--- config.mk ---
export PLATFORM = sky130hd
export DESIGN_NAME = spc_segment_privilege_check
export DESIGN_NICKNAME = d
export VERILOG_FILES = /design/src/hw/spc_pkg.sv /design/src/hw/spc_seg_mem.sv /design/src/hw/spc_segment_privilege_check.sv
export SDC_FILE = /design/constraint.sdc
export NUM_CORES = 1
export LEC_CHECK = 0
export ABC_AREA = 1
export BUFFER_PORTS_ARGS = -buffer_cell sky130_fd_sc_hd__buf_2
export CAP_MARGIN = 20
export CORE_MARGIN = 8
export CORE_UTILIZATION = 40
export DETAILED_ROUTE_END_ITERATION = 8
export SYNTH_ARGS = -nofsm -noshare
export SYNTH_HDL_FRONTEND = slang
export SYNTH_HIERARCHICAL = 1
export SYNTH_SLANG_ARGS = --single-unit
--- constraint.sdc ---
create_clock -name aclk -period 2.5 [get_ports aclk]
set_input_delay 0.25 -clock aclk [delete_from_list [all_inputs] [get_ports aclk]]
set_output_delay 0.25 -clock aclk [all_outputs]
set_load 0.1 [all_outputs]
--- src/hw/spc_pkg.sv ---
// Package with the constants, register map and types of the segment privilege checker.
// Behaviour
// Privilege levels run from 0 to 3, and a larger number always means less privilege.
// In compatibility mode every segment protection check, the limit check among them, stays active.
// In 64-bit mode limit checks are skipped except for accesses to system-descriptor tables.
// The current level is held in a register that software cannot read and changes only on a code-segment transfer.
// The descriptor level is taken from the descriptor itself.
// The requestor level is taken from the selector that references the descriptor.
// A data-segment load forms an effective level, the larger of the current and requestor levels.
// If the effective level is not above the descriptor level, the selector and descriptor are loaded.
// If the effective level is above the descriptor level, a protection fault is raised and nothing is loaded.
// A stack-segment load needs the requestor level equal to the current level, else it faults unloaded.
// A stack-segment load also needs the descriptor level equal to the current level, else it faults unloaded.
// All three levels are 2-bit unsigned fields compared as unsigned numbers.
package spc_pkg;

	localparam int PRIV_W = 2;
	typedef logic [PRIV_W-1:0] spc_priv_t;
	localparam spc_priv_t PRIV_MOST = 2'h0;
	localparam spc_priv_t PRIV_LEAST = 2'h3;

	localparam int SEL_W = 16;
	localparam int DESC_W = 64;
	localparam int REQ_LVL_LSB = 0;
	localparam int DESC_LVL_LSB = 45;

	localparam int TGT_W = 3;
	localparam int NUM_SEGS = 5;
	localparam logic [TGT_W-1:0] TGT_DATA_A = 3'h0;
	localparam logic [TGT_W-1:0] TGT_DATA_B = 3'h1;
	localparam logic [TGT_W-1:0] TGT_DATA_C = 3'h2;
	localparam logic [TGT_W-1:0] TGT_DATA_D = 3'h3;
	localparam logic [TGT_W-1:0] TGT_STACK = 3'h4;

	localparam int ADDR_W = 8;
	localparam logic [ADDR_W-1:0] REG_CTRL = 8'h00;
	localparam logic [ADDR_W-1:0] REG_STATUS = 8'h04;
	localparam logic [ADDR_W-1:0] REG_MASK = 8'h08;
	localparam logic [ADDR_W-1:0] REG_SEG_BASE = 8'h10;
	localparam logic [ADDR_W-1:0] REG_SEG_LAST = 8'h20;
	localparam int SEG_IDX_LSB = 2;

	localparam int CTRL_MODE64 = 0;
	localparam int ST_DATA_FAULT = 0;
	localparam int ST_STACK_FAULT = 1;
	localparam int ST_LIMIT_FAULT = 2;
	localparam int ST_W = 3;
	localparam logic [ST_W-1:0] ST_RESET = 3'h0;
	localparam logic [ST_W-1:0] MASK_RESET = 3'h0;

	localparam logic [1:0] RESP_OKAY = 2'h0;
	localparam logic [1:0] RESP_SLVERR = 2'h2;
	localparam logic [31:0] DATA_ZERO = 32'h0000_0000;

	typedef enum logic [2:0] {
		SPC_RD_IDLE = 3'b001,
		SPC_RD_WAIT = 3'b010,
		SPC_RD_RESP = 3'b100
	} spc_rd_state_t;

endpackage : spc_pkg

--- src/hw/spc_seg_mem.sv ---
// Small register-read memory that holds the visible selector and hidden descriptor of each segment register.
`timescale 1ns/10ps
`default_nettype none
module spc_seg_mem
	import spc_pkg::*;
#(
	parameter int WIDTH = SEL_W + DESC_W,
	parameter int DEPTH = NUM_SEGS,
	parameter int AW = TGT_W
) (
	input wire logic aclk,
	input wire logic aresetn,
	input wire logic wr_en,
	input wire logic [AW-1:0] wr_addr,
	input wire logic [WIDTH-1:0] wr_data,
	input wire logic [AW-1:0] rd_addr,
	output logic [WIDTH-1:0] rd_data
);

	typedef struct packed {
		logic [DEPTH-1:0][WIDTH-1:0] mem;
		logic [WIDTH-1:0] rd_data;
	} spc_mem_state_t;

	spc_mem_state_t s_reg;
	spc_mem_state_t s_next;

	always_comb begin
		s_next = s_reg;
		if (wr_en && (int'(wr_addr) < DEPTH)) begin
			s_next.mem[wr_addr] = wr_data;
		end
		if (int'(rd_addr) < DEPTH) begin
			s_next.rd_data = s_reg.mem[rd_addr];
		end else begin
			s_next.rd_data = '0;
		end
	end

	always_ff @(posedge aclk) begin
		if (!aresetn) begin
			s_reg <= '0;
		end else begin
			s_reg <= s_next;
		end
	end

	assign rd_data = s_reg.rd_data;

endmodule : spc_seg_mem
`default_nettype wire

--- src/hw/spc_segment_privilege_check.sv ---
// Segment-register load privilege checker with limit check and an AXI4-Lite register slave.
//
// The implementer's own choices: the register addresses and the AXI4-Lite slave port.
`timescale 1ns/10ps
`default_nettype none
module spc_segment_privilege_check
	import spc_pkg::*;
(
	input wire logic aclk,
	input wire logic aresetn,
	input wire logic [ADDR_W-1:0] s_axi_awaddr,
	input wire logic [2:0] s_axi_awprot,
	input wire logic s_axi_awvalid,
	output logic s_axi_awready,
	input wire logic [31:0] s_axi_wdata,
	input wire logic [3:0] s_axi_wstrb,
	input wire logic s_axi_wvalid,
	output logic s_axi_wready,
	output logic [1:0] s_axi_bresp,
	output logic s_axi_bvalid,
	input wire logic s_axi_bready,
	input wire logic [ADDR_W-1:0] s_axi_araddr,
	input wire logic [2:0] s_axi_arprot,
	input wire logic s_axi_arvalid,
	output logic s_axi_arready,
	output logic [31:0] s_axi_rdata,
	output logic [1:0] s_axi_rresp,
	output logic s_axi_rvalid,
	input wire logic s_axi_rready,
	input wire logic code_xfer_valid,
	input wire spc_priv_t code_xfer_level,
	input wire logic seg_load_valid,
	input wire logic [TGT_W-1:0] seg_load_target,
	input wire logic [SEL_W-1:0] seg_load_selector,
	input wire logic [DESC_W-1:0] seg_load_descriptor,
	input wire logic limit_chk_valid,
	input wire logic limit_chk_sys_table,
	input wire logic [31:0] limit_chk_offset,
	input wire logic [31:0] limit_chk_limit,
	output logic seg_load_done,
	output logic general_protection_fault,
	output logic limit_fault,
	output logic irq
);

	typedef struct packed {
		logic awready;
		logic wready;
		logic bvalid;
		logic [1:0] bresp;
		logic aw_got;
		logic w_got;
		logic [ADDR_W-1:0] awaddr;
		logic [31:0] wdata;
		logic [3:0] wstrb;
		logic arready;
		logic rvalid;
		logic [1:0] rresp;
		logic [31:0] rdata;
		logic [ADDR_W-1:0] araddr;
		spc_rd_state_t rd_state;
		logic mode64;
		logic [ST_W-1:0] status;
		logic [ST_W-1:0] mask;
		logic irq;
		spc_priv_t current_priv_level;
		logic done;
		logic prot_fault;
		logic lim_fault;
	} spc_state_t;

	spc_state_t s_reg;
	spc_state_t s_next;

	logic mem_wr_en;
	logic [TGT_W-1:0] mem_rd_addr;
	logic [SEL_W+DESC_W-1:0] mem_rd_data;

	function automatic spc_priv_t requestor_priv_level(input logic [SEL_W-1:0] sel);
		requestor_priv_level = sel[REQ_LVL_LSB +: PRIV_W];
	endfunction : requestor_priv_level

	function automatic spc_priv_t descriptor_priv_level(input logic [DESC_W-1:0] desc);
		descriptor_priv_level = desc[DESC_LVL_LSB +: PRIV_W];
	endfunction : descriptor_priv_level

	function automatic spc_priv_t level_max(input spc_priv_t a, input spc_priv_t b);
		level_max = (a > b) ? a : b;
	endfunction : level_max

	function automatic logic is_data_target(input logic [TGT_W-1:0] t);
		is_data_target = (t == TGT_DATA_A) || (t == TGT_DATA_B) || (t == TGT_DATA_C) || (t == TGT_DATA_D);
	endfunction : is_data_target

	function automatic logic is_seg_addr(input logic [ADDR_W-1:0] a);
		is_seg_addr = (a >= REG_SEG_BASE) && (a <= REG_SEG_LAST);
	endfunction : is_seg_addr

	function automatic logic [TGT_W-1:0] seg_index(input logic [ADDR_W-1:0] a);
		logic [ADDR_W-1:0] d;
		d = (a - REG_SEG_BASE) >> SEG_IDX_LSB;
		seg_index = d[TGT_W-1:0];
	endfunction : seg_index

	spc_priv_t req_lvl;
	spc_priv_t desc_lvl;
	spc_priv_t eff_level;
	logic is_data_tgt;
	logic is_stack_tgt;
	logic load_ok;
	logic load_fault;
	logic lim_bad;
	logic [ST_W-1:0] st_set;
	logic [ST_W-1:0] st_clr;
	logic wr_do;
	logic ar_take;

	always_comb begin
		req_lvl = requestor_priv_level(seg_load_selector);
		desc_lvl = descriptor_priv_level(seg_load_descriptor);
		// Larger number is the lesser privilege, so the effective level is the unsigned maximum.
		eff_level = level_max(req_lvl, s_reg.current_priv_level);
		is_data_tgt = is_data_target(seg_load_target);
		is_stack_tgt = (seg_load_target == TGT_STACK);
		load_ok = 1'b0;
		load_fault = 1'b0;
		if (seg_load_valid && is_data_tgt) begin
			load_ok = (eff_level <= desc_lvl);
			load_fault = (eff_level > desc_lvl);
		end else if (seg_load_valid && is_stack_tgt) begin
			load_ok = (req_lvl == s_reg.current_priv_level)
				&& (desc_lvl == s_reg.current_priv_level);
			load_fault = !load_ok;
		end
		// Limit checks stay on outside 64-bit mode; in 64-bit mode only system tables are checked.
		lim_bad = limit_chk_valid && (limit_chk_offset > limit_chk_limit)
			&& (!s_reg.mode64 || limit_chk_sys_table);
		mem_wr_en = load_ok;
		mem_rd_addr = seg_index(s_axi_araddr);
		wr_do = s_reg.aw_got && s_reg.w_got && !s_reg.bvalid;
		ar_take = s_axi_arvalid && s_reg.arready;
	end

	spc_seg_mem #(
		.WIDTH(SEL_W + DESC_W),
		.DEPTH(NUM_SEGS),
		.AW(TGT_W)
	) u_seg_mem (
		.aclk(aclk),
		.aresetn(aresetn),
		.wr_en(mem_wr_en),
		.wr_addr(seg_load_target),
		.wr_data({seg_load_selector, seg_load_descriptor}),
		.rd_addr(mem_rd_addr),
		.rd_data(mem_rd_data)
	);

	always_comb begin
		s_next = s_reg;
		st_set = '0;
		st_clr = '0;
		s_next.done = seg_load_valid;
		s_next.prot_fault = load_fault;
		s_next.lim_fault = lim_bad;
		st_set[ST_DATA_FAULT] = load_fault && is_data_tgt;
		st_set[ST_STACK_FAULT] = load_fault && is_stack_tgt;
		st_set[ST_LIMIT_FAULT] = lim_bad;

		// The current level moves only when a code-segment transfer brings a new level.
		if (code_xfer_valid) begin
			s_next.current_priv_level = code_xfer_level;
		end

		if (s_axi_awvalid && s_reg.awready) begin
			s_next.aw_got = 1'b1;
			s_next.awaddr = s_axi_awaddr;
		end
		if (s_axi_wvalid && s_reg.wready) begin
			s_next.w_got = 1'b1;
			s_next.wdata = s_axi_wdata;
			s_next.wstrb = s_axi_wstrb;
		end

		if (wr_do) begin
			s_next.aw_got = 1'b0;
			s_next.w_got = 1'b0;
			s_next.bvalid = 1'b1;
			s_next.bresp = RESP_OKAY;
			unique case (s_reg.awaddr)
				REG_CTRL: begin
					if (s_reg.wstrb[0]) begin
						s_next.mode64 = s_reg.wdata[CTRL_MODE64];
					end
				end
				REG_STATUS: begin
					if (s_reg.wstrb[0]) begin
						st_clr = s_reg.wdata[ST_W-1:0];
					end
				end
				REG_MASK: begin
					if (s_reg.wstrb[0]) begin
						s_next.mask = s_reg.wdata[ST_W-1:0];
					end
				end
				default: begin
					s_next.bresp = RESP_SLVERR;
				end
			endcase
		end

		if (s_reg.bvalid && s_axi_bready) begin
			s_next.bvalid = 1'b0;
		end

		// Hardware events win over a write-one clear landing in the same cycle.
		s_next.status = (s_reg.status & ~st_clr) | st_set;
		s_next.irq = |(s_next.status & s_next.mask);
		s_next.awready = !s_next.aw_got && !s_next.bvalid;
		s_next.wready = !s_next.w_got && !s_next.bvalid;

		unique case (s_reg.rd_state)
			SPC_RD_IDLE: begin
				if (ar_take) begin
					s_next.araddr = s_axi_araddr;
					s_next.arready = 1'b0;
					s_next.rd_state = SPC_RD_WAIT;
				end
			end
			SPC_RD_WAIT: begin
				s_next.rvalid = 1'b1;
				s_next.rresp = RESP_OKAY;
				s_next.rdata = DATA_ZERO;
				s_next.rd_state = SPC_RD_RESP;
				if (is_seg_addr(s_reg.araddr) && (s_reg.araddr[SEG_IDX_LSB-1:0] == 2'h0)) begin
					s_next.rdata[SEL_W-1:0] = mem_rd_data[SEL_W+DESC_W-1:DESC_W];
				end else if (s_reg.araddr == REG_CTRL) begin
					s_next.rdata[CTRL_MODE64] = s_reg.mode64;
				end else if (s_reg.araddr == REG_STATUS) begin
					s_next.rdata[ST_W-1:0] = s_reg.status;
				end else if (s_reg.araddr == REG_MASK) begin
					s_next.rdata[ST_W-1:0] = s_reg.mask;
				end else begin
					s_next.rresp = RESP_SLVERR;
				end
			end
			SPC_RD_RESP: begin
				if (s_axi_rready) begin
					s_next.rvalid = 1'b0;
					s_next.arready = 1'b1;
					s_next.rd_state = SPC_RD_IDLE;
				end
			end
			default: begin
				s_next.rvalid = 1'b0;
				s_next.arready = 1'b1;
				s_next.rd_state = SPC_RD_IDLE;
			end
		endcase
	end

	always_ff @(posedge aclk) begin
		if (!aresetn) begin
			// Every field takes a constant, so nothing survives a reset in mid-run.
			s_reg.bvalid <= 1'b0;
			s_reg.aw_got <= 1'b0;
			s_reg.w_got <= 1'b0;
			s_reg.awaddr <= '0;
			s_reg.wdata <= DATA_ZERO;
			s_reg.wstrb <= '0;
			s_reg.rvalid <= 1'b0;
			s_reg.rdata <= DATA_ZERO;
			s_reg.araddr <= '0;
			s_reg.mode64 <= 1'b0;
			s_reg.irq <= 1'b0;
			s_reg.done <= 1'b0;
			s_reg.prot_fault <= 1'b0;
			s_reg.lim_fault <= 1'b0;
			s_reg.awready <= 1'b1;
			s_reg.wready <= 1'b1;
			s_reg.arready <= 1'b1;
			s_reg.bresp <= RESP_OKAY;
			s_reg.rresp <= RESP_OKAY;
			s_reg.rd_state <= SPC_RD_IDLE;
			s_reg.status <= ST_RESET;
			s_reg.mask <= MASK_RESET;
			s_reg.current_priv_level <= PRIV_MOST;
		end else begin
			s_reg <= s_next;
		end
	end

	assign s_axi_awready = s_reg.awready;
	assign s_axi_wready = s_reg.wready;
	assign s_axi_bvalid = s_reg.bvalid;
	assign s_axi_bresp = s_reg.bresp;
	assign s_axi_arready = s_reg.arready;
	assign s_axi_rvalid = s_reg.rvalid;
	assign s_axi_rresp = s_reg.rresp;
	assign s_axi_rdata = s_reg.rdata;
	assign seg_load_done = s_reg.done;
	assign general_protection_fault = s_reg.prot_fault;
	assign limit_fault = s_reg.lim_fault;
	assign irq = s_reg.irq;

endmodule : spc_segment_privilege_check
`default_nettype wire

==> impl_metrics.env, run 1 <==
export IMPL_syn_area_um2=8040
export IMPL_initial_core_util_pct=40.2
export IMPL_dieArea_um2=24900
export IMPL_core_area_um2=20000
export IMPL_preCtsSetupSlack_ns=-0.0636
export IMPL_gr_total_overflow=0
export IMPL_path_cells="inv_4, ha_4, inv_2, nand2_2, o21ai_2, nand2_1, o21ai_1, ha_1, nand2_1, o21ai_1, nand3_1, o21ai_2, inv_2, nor2_4, nand3_4, clkbuf_16, o21ai_2, a21oi_1"
export IMPL_grt_pass1_vias=6267
export IMPL_htree_levels=4
export IMPL_r2r_cells=18
export IMPL_p_leak_nw=4.37
export IMPL_ir_worst_vdd_mv=0.481
export IMPL_wl_mm=20.2
export IMPL_ant_nets=0
export IMPL_syn_inst=1138
export IMPL_endpoint_kind="register"
export IMPL_rsz0062_at_grt="yes"
export IMPL_cap_violations=0
export IMPL_antenna_found_initial=3
export IMPL_r2r_start="s_reg[4]"
export IMPL_cts_root_buf="clkbuf_16"
export IMPL_grtUsageMet1_pct=19.9
export IMPL_io_pins=263
export IMPL_power_density_nw_per_um2=719
export IMPL_tightest_slew_ns=0.621
export IMPL_period_share_pct=98.1
export IMPL_avgSynthCellArea_um2=7.06
export IMPL_max_clock_path_buffers=2
export IMPL_critical_path_max_fanout=8
export IMPL_layout_commonest_cell="nand2_1"
export IMPL_chipHeight_um=158
export IMPL_grt_use_met2_pct=25.8
export IMPL_syn_to_final_growth_pct=16.8
export IMPL_status="completed"
export IMPL_startpoint="s_reg[4]"
export IMPL_cp_depth=18
export IMPL_tns_ns=0
export IMPL_r2r_end="u_seg_mem/s_reg[308]"
export IMPL_final_net_count=1451
export IMPL_final_cells=1479
export IMPL_setup_worst_path_end="u_seg_mem/s_reg[308]"
export IMPL_largest_register_ffs=80
export IMPL_grt_max_degree=56
export IMPL_vias=6868
export IMPL_crit_path_top_delay_cell="dfxtp_2"
export IMPL_worstSetupStartpointType="register"
export IMPL_path_clk_slew_ns=0.07
export IMPL_drive_gt1_share_pct=22.3
export IMPL_post_dp_hpwl_mm=14.0
export IMPL_min_path_type="input pin to register"
export IMPL_cts_sinks=157
export IMPL_antenna_diode_count=0
export IMPL_clk_insertion_delay_late_ns=0.43
export IMPL_fin_skew_ns=0.0106
export IMPL_hold_viol_final=0
export IMPL_crit_top_cell="o21ai_2"
export IMPL_gp_congestion=0.777
export IMPL_drt_iter0_markers=308
export IMPL_cts_tree="yes"
export IMPL_rrSetupSlack_ns=0.05
export IMPL_power_mw=6.75
export IMPL_hold_slack_ns=0.0667
export IMPL_slew_viol_final=0
export IMPL_cp_top_family="simple AND/OR/NAND/NOR gates"
export IMPL_num_rows=52
export IMPL_relSlewSlack_pct=58.5
export IMPL_cp_slowest_stage_delay_ns=0.35
export IMPL_fin_ws_ns=0.0478
export IMPL_dr_pass1_iters=4
export IMPL_finalCriticalPeriod_ns=2.45
export IMPL_worst_endpoint_arrival_ns=2.76
export IMPL_layout_common_cells="nand2_1, dfxtp_1, buf_2"
export IMPL_numPlacedInstances=1443
export IMPL_cp_required_ns=2.81
export IMPL_die_x_um=158
export IMPL_portBuffers=144
export IMPL_track_usage_pct=15.7
export IMPL_wire_per_inst_um=13.6
export IMPL_yosysWarnings=6
export IMPL_finalSetupViolCount=0
export IMPL_maxClockFrequency_ghz=0.408
export IMPL_grt_busiest_layer="met2"
export IMPL_n_fill_cell=2086
export IMPL_cts_buffers=17
export IMPL_viasPerCell=4.64
export IMPL_route_detailed_drc=0
export IMPL_met3_usage_pct=4.45
export IMPL_critPathKind="register to register"
export IMPL_path_buf_inv=4
export IMPL_grt_pass1_wl_mm=31.0
==> where the power goes <==
group	total [mW]	switching, mW	internal (mW)	leakage (nW)
sequential	2.69	0.0649	2.63	1.28
combinational	1.28	0.923	0.358	2.79
clock	2.78	1.08	1.69	0.300
==> worst min-delay path by stage <==
stage | start | end | slack [ns] | depth (start not counted)
2_1_floorplan | seg_load_valid | seg_load_done | 0.34 | 2
3_3_place_gp | u_seg_mem/rd_data[69] | s_axi_rdata[5] | 0.43 | 2
3_5_place_dp | u_seg_mem/rd_data[69] | s_axi_rdata[5] | 0.43 | 2
4_1_cts | s_axi_araddr[0] | s_reg[16] | 0.05 | 3
5_1_grt | s_axi_awaddr[4] | s_reg[100] | 0.06 | 3
6_report | s_axi_araddr[0] | s_reg[16] | 0.07 | 3
==> what timing repair did <==
action                                  in CTS  in global routing
setup buffers                                0                  1
endpoints found under the hold margin        0                  0
endpoints found under the setup margin      68                 80
hold buffers                                 0                  0
gates resized for setup                      2                 93
cloned                                       0                  3
pin swaps                                    0                  6
==> per-stage QoR <==
step	area [um2]	util, %
global placement	8510	42.6
CTS	9150	45.8
floorplan	8100	-
global route	9390	47.0
finish	9390	47.0
detailed placement	8510	42.6
==> cell type report <==
type	count	area (um2)	area share, %
clock buffers	18	429	4.57
repair buffers	170	1030	11.0
flip-flops and latches	157	3140	33.5
clock inverters	14	206	2.20
inverters	154	582	6.20
well taps	270	338	3.60
multi-input cells	696	3660	39.0
==> tightest hold or removal path, stage by stage <==
cell	delay (ns)
buf_2	0.09
nor2_1	0.04
nor2_1	0.08
==> metal layers <==
layer  share of wire, %  vias up
met5               0.16        -
met4                1.0        6
met3                5.2       19
met2                 47      113
met1                 47     3091
li1                   -     3639
Note: power is estimated with default switching activity, not from simulation.
==> run 2: changes to the inputs <==
- REMOVE_ABC_BUFFERS: not set -> 1
==> run 2 against run 1 <==
Compared with the run above: worst setup slack gained 0.019 ns; non-clock buffer count grew 1; sequential share of layout area grew 0.14 points; hold slack lost 0.0078 ns; combinational power is essentially flat; largest power group is now registers.
==> impl_metrics.env, run 2 (synthesized netlist as in run 1, its figures left out) <==
export IMPL_finalCriticalPeriod_ns=2.43
export IMPL_rrSetupSlack_ns=0.07
export IMPL_p_leak_nw=4.35
export IMPL_htree_levels=4
export IMPL_antenna_found_initial=2
export IMPL_syn_to_final_growth_pct=16.3
export IMPL_cts_root_buf="clkbuf_16"
export IMPL_largest_register_ffs=80
export IMPL_power_frac_clock_pct=38.2
export IMPL_layout_commonest_cell="nand2_1"
export IMPL_cp_required_ns=2.82
export IMPL_period_share_pct=97.3
export IMPL_ir_worst_vdd_mv=0.511
export IMPL_chipHeight_um=158
export IMPL_initial_core_util_pct=40.2
export IMPL_route_detailed_drc=0
export IMPL_tns_ns=0
export IMPL_cts_tree="yes"
export IMPL_vias=6910
export IMPL_wire_per_inst_um=13.5
export IMPL_preCtsSetupSlack_ns=-0.0958
export IMPL_internal_power_mw=4.40
export IMPL_post_dp_hpwl_mm=13.6
export IMPL_endpoint_kind="register"
export IMPL_cts_buffers=17
export IMPL_path_clk_slew_ns=0.06
export IMPL_power_mw=6.47
export IMPL_numPlacedInstances=1444
export IMPL_drt_iter0_markers=402
export IMPL_cap_violations=0
export IMPL_hold_viol_final=0
export IMPL_grt_pass1_vias=6367
export IMPL_r2r_start="s_reg[4]"
export IMPL_relSlewSlack_pct=59.7
export IMPL_pwr_share_seq_pct=41.6
export IMPL_clk_insertion_delay_late_ns=0.42
export IMPL_hold_buffers=0
export IMPL_drive_gt1_share_pct=23.3
export IMPL_final_cells=1479
export IMPL_finalSetupViolCount=0
export IMPL_min_path_type="input pin to register"
export IMPL_worst_endpoint_arrival_ns=2.75
export IMPL_num_rows=52
export IMPL_layout_common_cells="nand2_1, dfxtp_1, inv_1, buf_2, a21oi_1"
export IMPL_max_clock_path_buffers=2
export IMPL_antenna_diode_count=0
export IMPL_fin_ws_ns=0.0668
export IMPL_dr_pass1_iters=5
export IMPL_ant_nets=0
export IMPL_holdPathStages=3
export IMPL_final_net_count=1452
export IMPL_grt_pass1_wl_mm=31.5
export IMPL_placed_cell_area_um2=8530
export IMPL_tightest_slew_ns=0.604
export IMPL_dieArea_um2=24900
export IMPL_core_area_um2=20000
export IMPL_worstSetupStartpointType="register"
export IMPL_fin_skew_ns=0.0101
export IMPL_hold_start="s_axi_araddr[0]"
export IMPL_power_density_nw_per_um2=692
export IMPL_critical_path_max_fanout=8
export IMPL_hold_slack_ns=0.0590
export IMPL_r2r_end="u_seg_mem/s_reg[387]"
export IMPL_hold_path_endpoint="s_reg[16]"
export IMPL_critPathKind="register to register"
export IMPL_post_route_util_pct=46.8
export IMPL_grt_max_degree=46
export IMPL_cts_sinks=157
export IMPL_p_sw_mw=2.07
export IMPL_gr_total_overflow=0
export IMPL_r2r_cells=18
export IMPL_n_fill_cell=2100
export IMPL_status="completed"
export IMPL_track_usage_pct=15.9
export IMPL_wl_mm=20.0
export IMPL_portBuffers=144
export IMPL_gp_congestion=0.764
export IMPL_die_x_um=158
export IMPL_viasPerCell=4.67
export IMPL_pwr_share_comb_pct=20.2
export IMPL_switching_share_pct=32.0
export IMPL_io_pins=263
export IMPL_slew_viol_final=0
export IMPL_postLayoutCellArea_um2=9350
export IMPL_maxClockFrequency_ghz=0.411
export IMPL_rsz0062_at_grt="yes"
run 2: critical path: stages, from the launching register on:
cell       delay, ns
dfxtp_2         0.33
inv_2           0.05
ha_4            0.26
inv_1           0.04
nand2_2         0.06
o21ai_2         0.06
nand2_1         0.08
o21ai_2         0.06
ha_2            0.30
nand2_1         0.06
o21ai_2         0.06
nand3_2         0.10
o21ai_2         0.08
inv_2           0.06
nor2_4          0.18
nand3_4         0.15
clkbuf_16       0.21
o21ai_2         0.13
a21oi_2         0.04
run 2: how the worst max path moves through the flow:
stage / startpoint / to / cells past startpoint
finish: s_reg[4] / u_seg_mem/s_reg[387] / 18
floorplan: s_reg[4] / u_seg_mem/s_reg[310] / 17
global route: s_reg[4] / u_seg_mem/s_reg[386] / 17
CTS: s_reg[4] / u_seg_mem/s_reg[394] / 17
detailed placement: seg_load_selector[1] / u_seg_mem/s_reg[388] / 17
global placement: seg_load_selector[1] / u_seg_mem/s_reg[391] / 18
run 2: power groups by stage:
stage / combinational [mW] / clock (mW) / sequential [mW]
3_3_place_gp: 1.24 / 0 / 2.74
4_1_cts: 1.26 / 2.54 / 2.69
5_1_grt: 1.45 / 2.65 / 2.70
2_1_floorplan: 0.658 / 0 / 2.97
3_5_place_dp: 1.26 / 0 / 2.75
6_report: 1.31 / 2.47 / 2.69
run 2: cell type report:
class / count / area, um2 / area share, %
Multi-Input combinational cell: 696 / 3700 / 39.6
Sequential cell: 157 / 3140 / 33.6
Clock buffer: 19 / 443 / 4.74
Inverter: 154 / 579 / 6.19
Tap cell: 270 / 338 / 3.61
Timing Repair Buffer: 171 / 1030 / 11.1
Clock inverter: 12 / 114 / 1.22
run 2: per-layer routing:
layer / routed length, um / vias up / share of wire, % / GRT usage (%)
met3: 1250 / 25 / 6.2 / 3.71
li1: - / 3638 / - / -
met4: 308 / 4 / 1.5 / 5.39
met5: 23 / - / 0.11 / 0
met1: 9140 / 3097 / 46 / 19.9
met2: 9300 / 146 / 46 / 26.3
run 2: repair_timing:
item,in CTS,in global routing
pin swaps,0,9
buffers inserted,0,2
gates resized for setup,4,111
endpoints found under the setup margin,80,80
gates cloned,0,2
==> run 3: changes to the inputs <==
- RECOVER_POWER: not set -> 50
==> run 3 against run 2 <==
Compared with the run above: first-iteration DRC count down 8.0%; clock-buffer cell count unchanged; core utilization down 0.14 points; register-to-register slack about the same; via count down 0.27%; clock skew up 0.0027 ns; routed wire length down 0.20%; non-clock buffer count unchanged; design area down 0.29%; final cell count unchanged; sequential power about the same; critical path type unchanged; critical endpoint unchanged; largest cell class unchanged.
==> impl_metrics.env, run 3 (synthesized netlist as in run 1, its figures left out) <==
export IMPL_rsz0062_at_grt="yes"
export IMPL_drt_iter0_markers=370
export IMPL_finalSetupViolCount=0
export IMPL_path_cells="inv_2, ha_4, inv_1, nand2_2, o21ai_2, nand2_1, o21ai_2, ha_2, nand2_1, o21ai_2, nand3_2, o21ai_2, inv_2, nor2_4, nand3_4, clkbuf_16, o21ai_2, a21oi_2"
export IMPL_multi_input_area_um2=3690
export IMPL_chipHeight_um=158
export IMPL_r2r_end="u_seg_mem/s_reg[387]"
export IMPL_numPlacedInstances=1444
export IMPL_hold_path_endpoint="s_reg[16]"
export IMPL_internal_power_mw=4.39
export IMPL_die_x_um=158
export IMPL_layout_common_cells="nand2_1, dfxtp_1, inv_1"
export IMPL_pwr_share_comb_pct=20.1
export IMPL_regArea_um2=3140
export IMPL_io_pins=263
export IMPL_route_detailed_drc=0
export IMPL_wl_mm=20.0
export IMPL_antenna_found_initial=2
export IMPL_fin_skew_ns=0.0128
export IMPL_cp_slowest_stage_delay_ns=0.33
export IMPL_clk_insertion_delay_late_ns=0.43
export IMPL_post_dp_hpwl_mm=13.6
export IMPL_gr_total_overflow=0
export IMPL_final_net_count=1452
export IMPL_fin_ws_ns=0.0645
export IMPL_gp_congestion=0.764
export IMPL_p_leak_nw=4.30
export IMPL_crit_path_top_delay_cell="dfxtp_2"
export IMPL_track_usage_pct=15.9
export IMPL_preCtsSetupSlack_ns=-0.0958
export IMPL_placed_cell_area_um2=8530
export IMPL_path_clk_slew_ns=0.06
export IMPL_tns_ns=0
export IMPL_htree_levels=4
export IMPL_ant_nets=0
export IMPL_dieArea_um2=24900
export IMPL_power_mw=6.46
export IMPL_core_area_um2=20000
export IMPL_critPathKind="register to register"
export IMPL_holdPathStages=3
export IMPL_worstSetupStartpointType="register"
export IMPL_viasPerCell=4.66
export IMPL_cts_sinks=157
export IMPL_min_path_type="input pin to register"
export IMPL_final_cells=1479
export IMPL_maxClockFrequency_ghz=0.411
export IMPL_p_sw_mw=2.07
export IMPL_max_clock_path_buffers=2
export IMPL_dr_pass1_iters=5
export IMPL_n_fill_cell=2108
export IMPL_hold_viol_final=0
export IMPL_power_frac_clock_pct=38.3
export IMPL_finalCriticalPeriod_ns=2.44
export IMPL_critical_path_max_fanout=8
export IMPL_ir_worst_vdd_mv=0.513
export IMPL_num_rows=52
export IMPL_power_density_nw_per_um2=693
export IMPL_hold_start="s_axi_araddr[0]"
export IMPL_status="completed"
export IMPL_slew_viol_final=0
export IMPL_cts_root_buf="clkbuf_16"
export IMPL_switching_share_pct=32.0
export IMPL_relSlewSlack_pct=14.6
export IMPL_cts_buffers=17
export IMPL_r2r_start="s_reg[4]"
export IMPL_r2r_cells=18
export IMPL_postLayoutCellArea_um2=9320
export IMPL_largest_register_ffs=80
export IMPL_cp_required_ns=2.82
export IMPL_rrSetupSlack_ns=0.06
export IMPL_crit_top_cell="o21ai_2"
export IMPL_tightest_slew_ns=1.28
export IMPL_vias=6891
export IMPL_hold_buffers=0
export IMPL_syn_to_final_growth_pct=16.0
export IMPL_antenna_diode_count=0
export IMPL_pwr_share_seq_pct=41.7
export IMPL_endpoint_kind="register"
export IMPL_cts_tree="yes"
export IMPL_drive_gt1_share_pct=22.1
export IMPL_grt_pass1_vias=6367
export IMPL_portBuffers=144
export IMPL_grt_max_degree=46
export IMPL_grt_pass1_wl_mm=31.5
export IMPL_initial_core_util_pct=40.2
export IMPL_worst_endpoint_arrival_ns=2.75
export IMPL_layout_commonest_cell="nand2_1"
export IMPL_cap_violations=0
export IMPL_wire_per_inst_um=13.5
export IMPL_period_share_pct=97.4
## run 3: cell types whose count changed in the layout (fill, tap and decap cells not counted), sizes merged
cell	change
clkbuf	+12
buf	-12
## run 3: per-layer routing
layer / GRT usage [%] / wire [um]
met1: 19.9 / 9050
met2: 26.3 / 9310
met3: 3.71 / 1290
met4: 5.39 / 312
met5: 0 / 23
## run 3: timing repair
action	4_1_cts	5_1_grt
buffers inserted	0	2
setup endpoints to repair	80	80
pin swaps	0	9
gates cloned	0	2
gates resized for setup	4	111
## run 3: through the flow
stage	hold slack [ns]	util (%)
final	0.0598	46.7
after global routing	0.0544	46.7
after detailed placement	0.434	42.7
after CTS	0.0410	45.5
after floorplan	0.343	-
after global placement	0.437	42.7
## run 3: power by group through the flow
| stage | combinational, mW | clock (mW) | sequential [mW] |
|---|---|---|---|
| 2_1_floorplan | 0.658 | 0 | 2.97 |
| 3_3_place_gp | 1.24 | 0 | 2.74 |
| 3_5_place_dp | 1.26 | 0 | 2.75 |
| 4_1_cts | 1.26 | 2.54 | 2.69 |
| 5_1_grt | 1.44 | 2.65 | 2.70 |
| 6_report | 1.30 | 2.47 | 2.69 |
## run 3: how the worst max path moves through the flow
stage,from,depth (start not counted),to
5_1_grt,s_reg[4],17,u_seg_mem/s_reg[386]
4_1_cts,s_reg[4],17,u_seg_mem/s_reg[394]
3_5_place_dp,seg_load_selector[1],17,u_seg_mem/s_reg[388]
3_3_place_gp,seg_load_selector[1],18,u_seg_mem/s_reg[391]
2_1_floorplan,s_reg[4],17,u_seg_mem/s_reg[310]
6_report,s_reg[4],18,u_seg_mem/s_reg[387]
## run 3: cell type report
| type | count | area share [%] |
|---|---|---|
| timing repair buffer | 171 | 10.9 |
| clock buffer | 19 | 4.75 |
| multi-input combinational | 696 | 39.6 |
| clock inverter | 12 | 1.22 |
| inverter | 154 | 6.21 |
| tap | 270 | 3.62 |
| sequential | 157 | 33.7 |
## run 3: critical path: cells and delay by family (launching register included)
kind,cells,cell delay (ns)
DFF,1,0.33
and+or+nand+nor,6,0.64
adders and majority gates,2,0.56
AOI/OAI and AO/OA,6,0.43
buffers and inverters,4,0.36
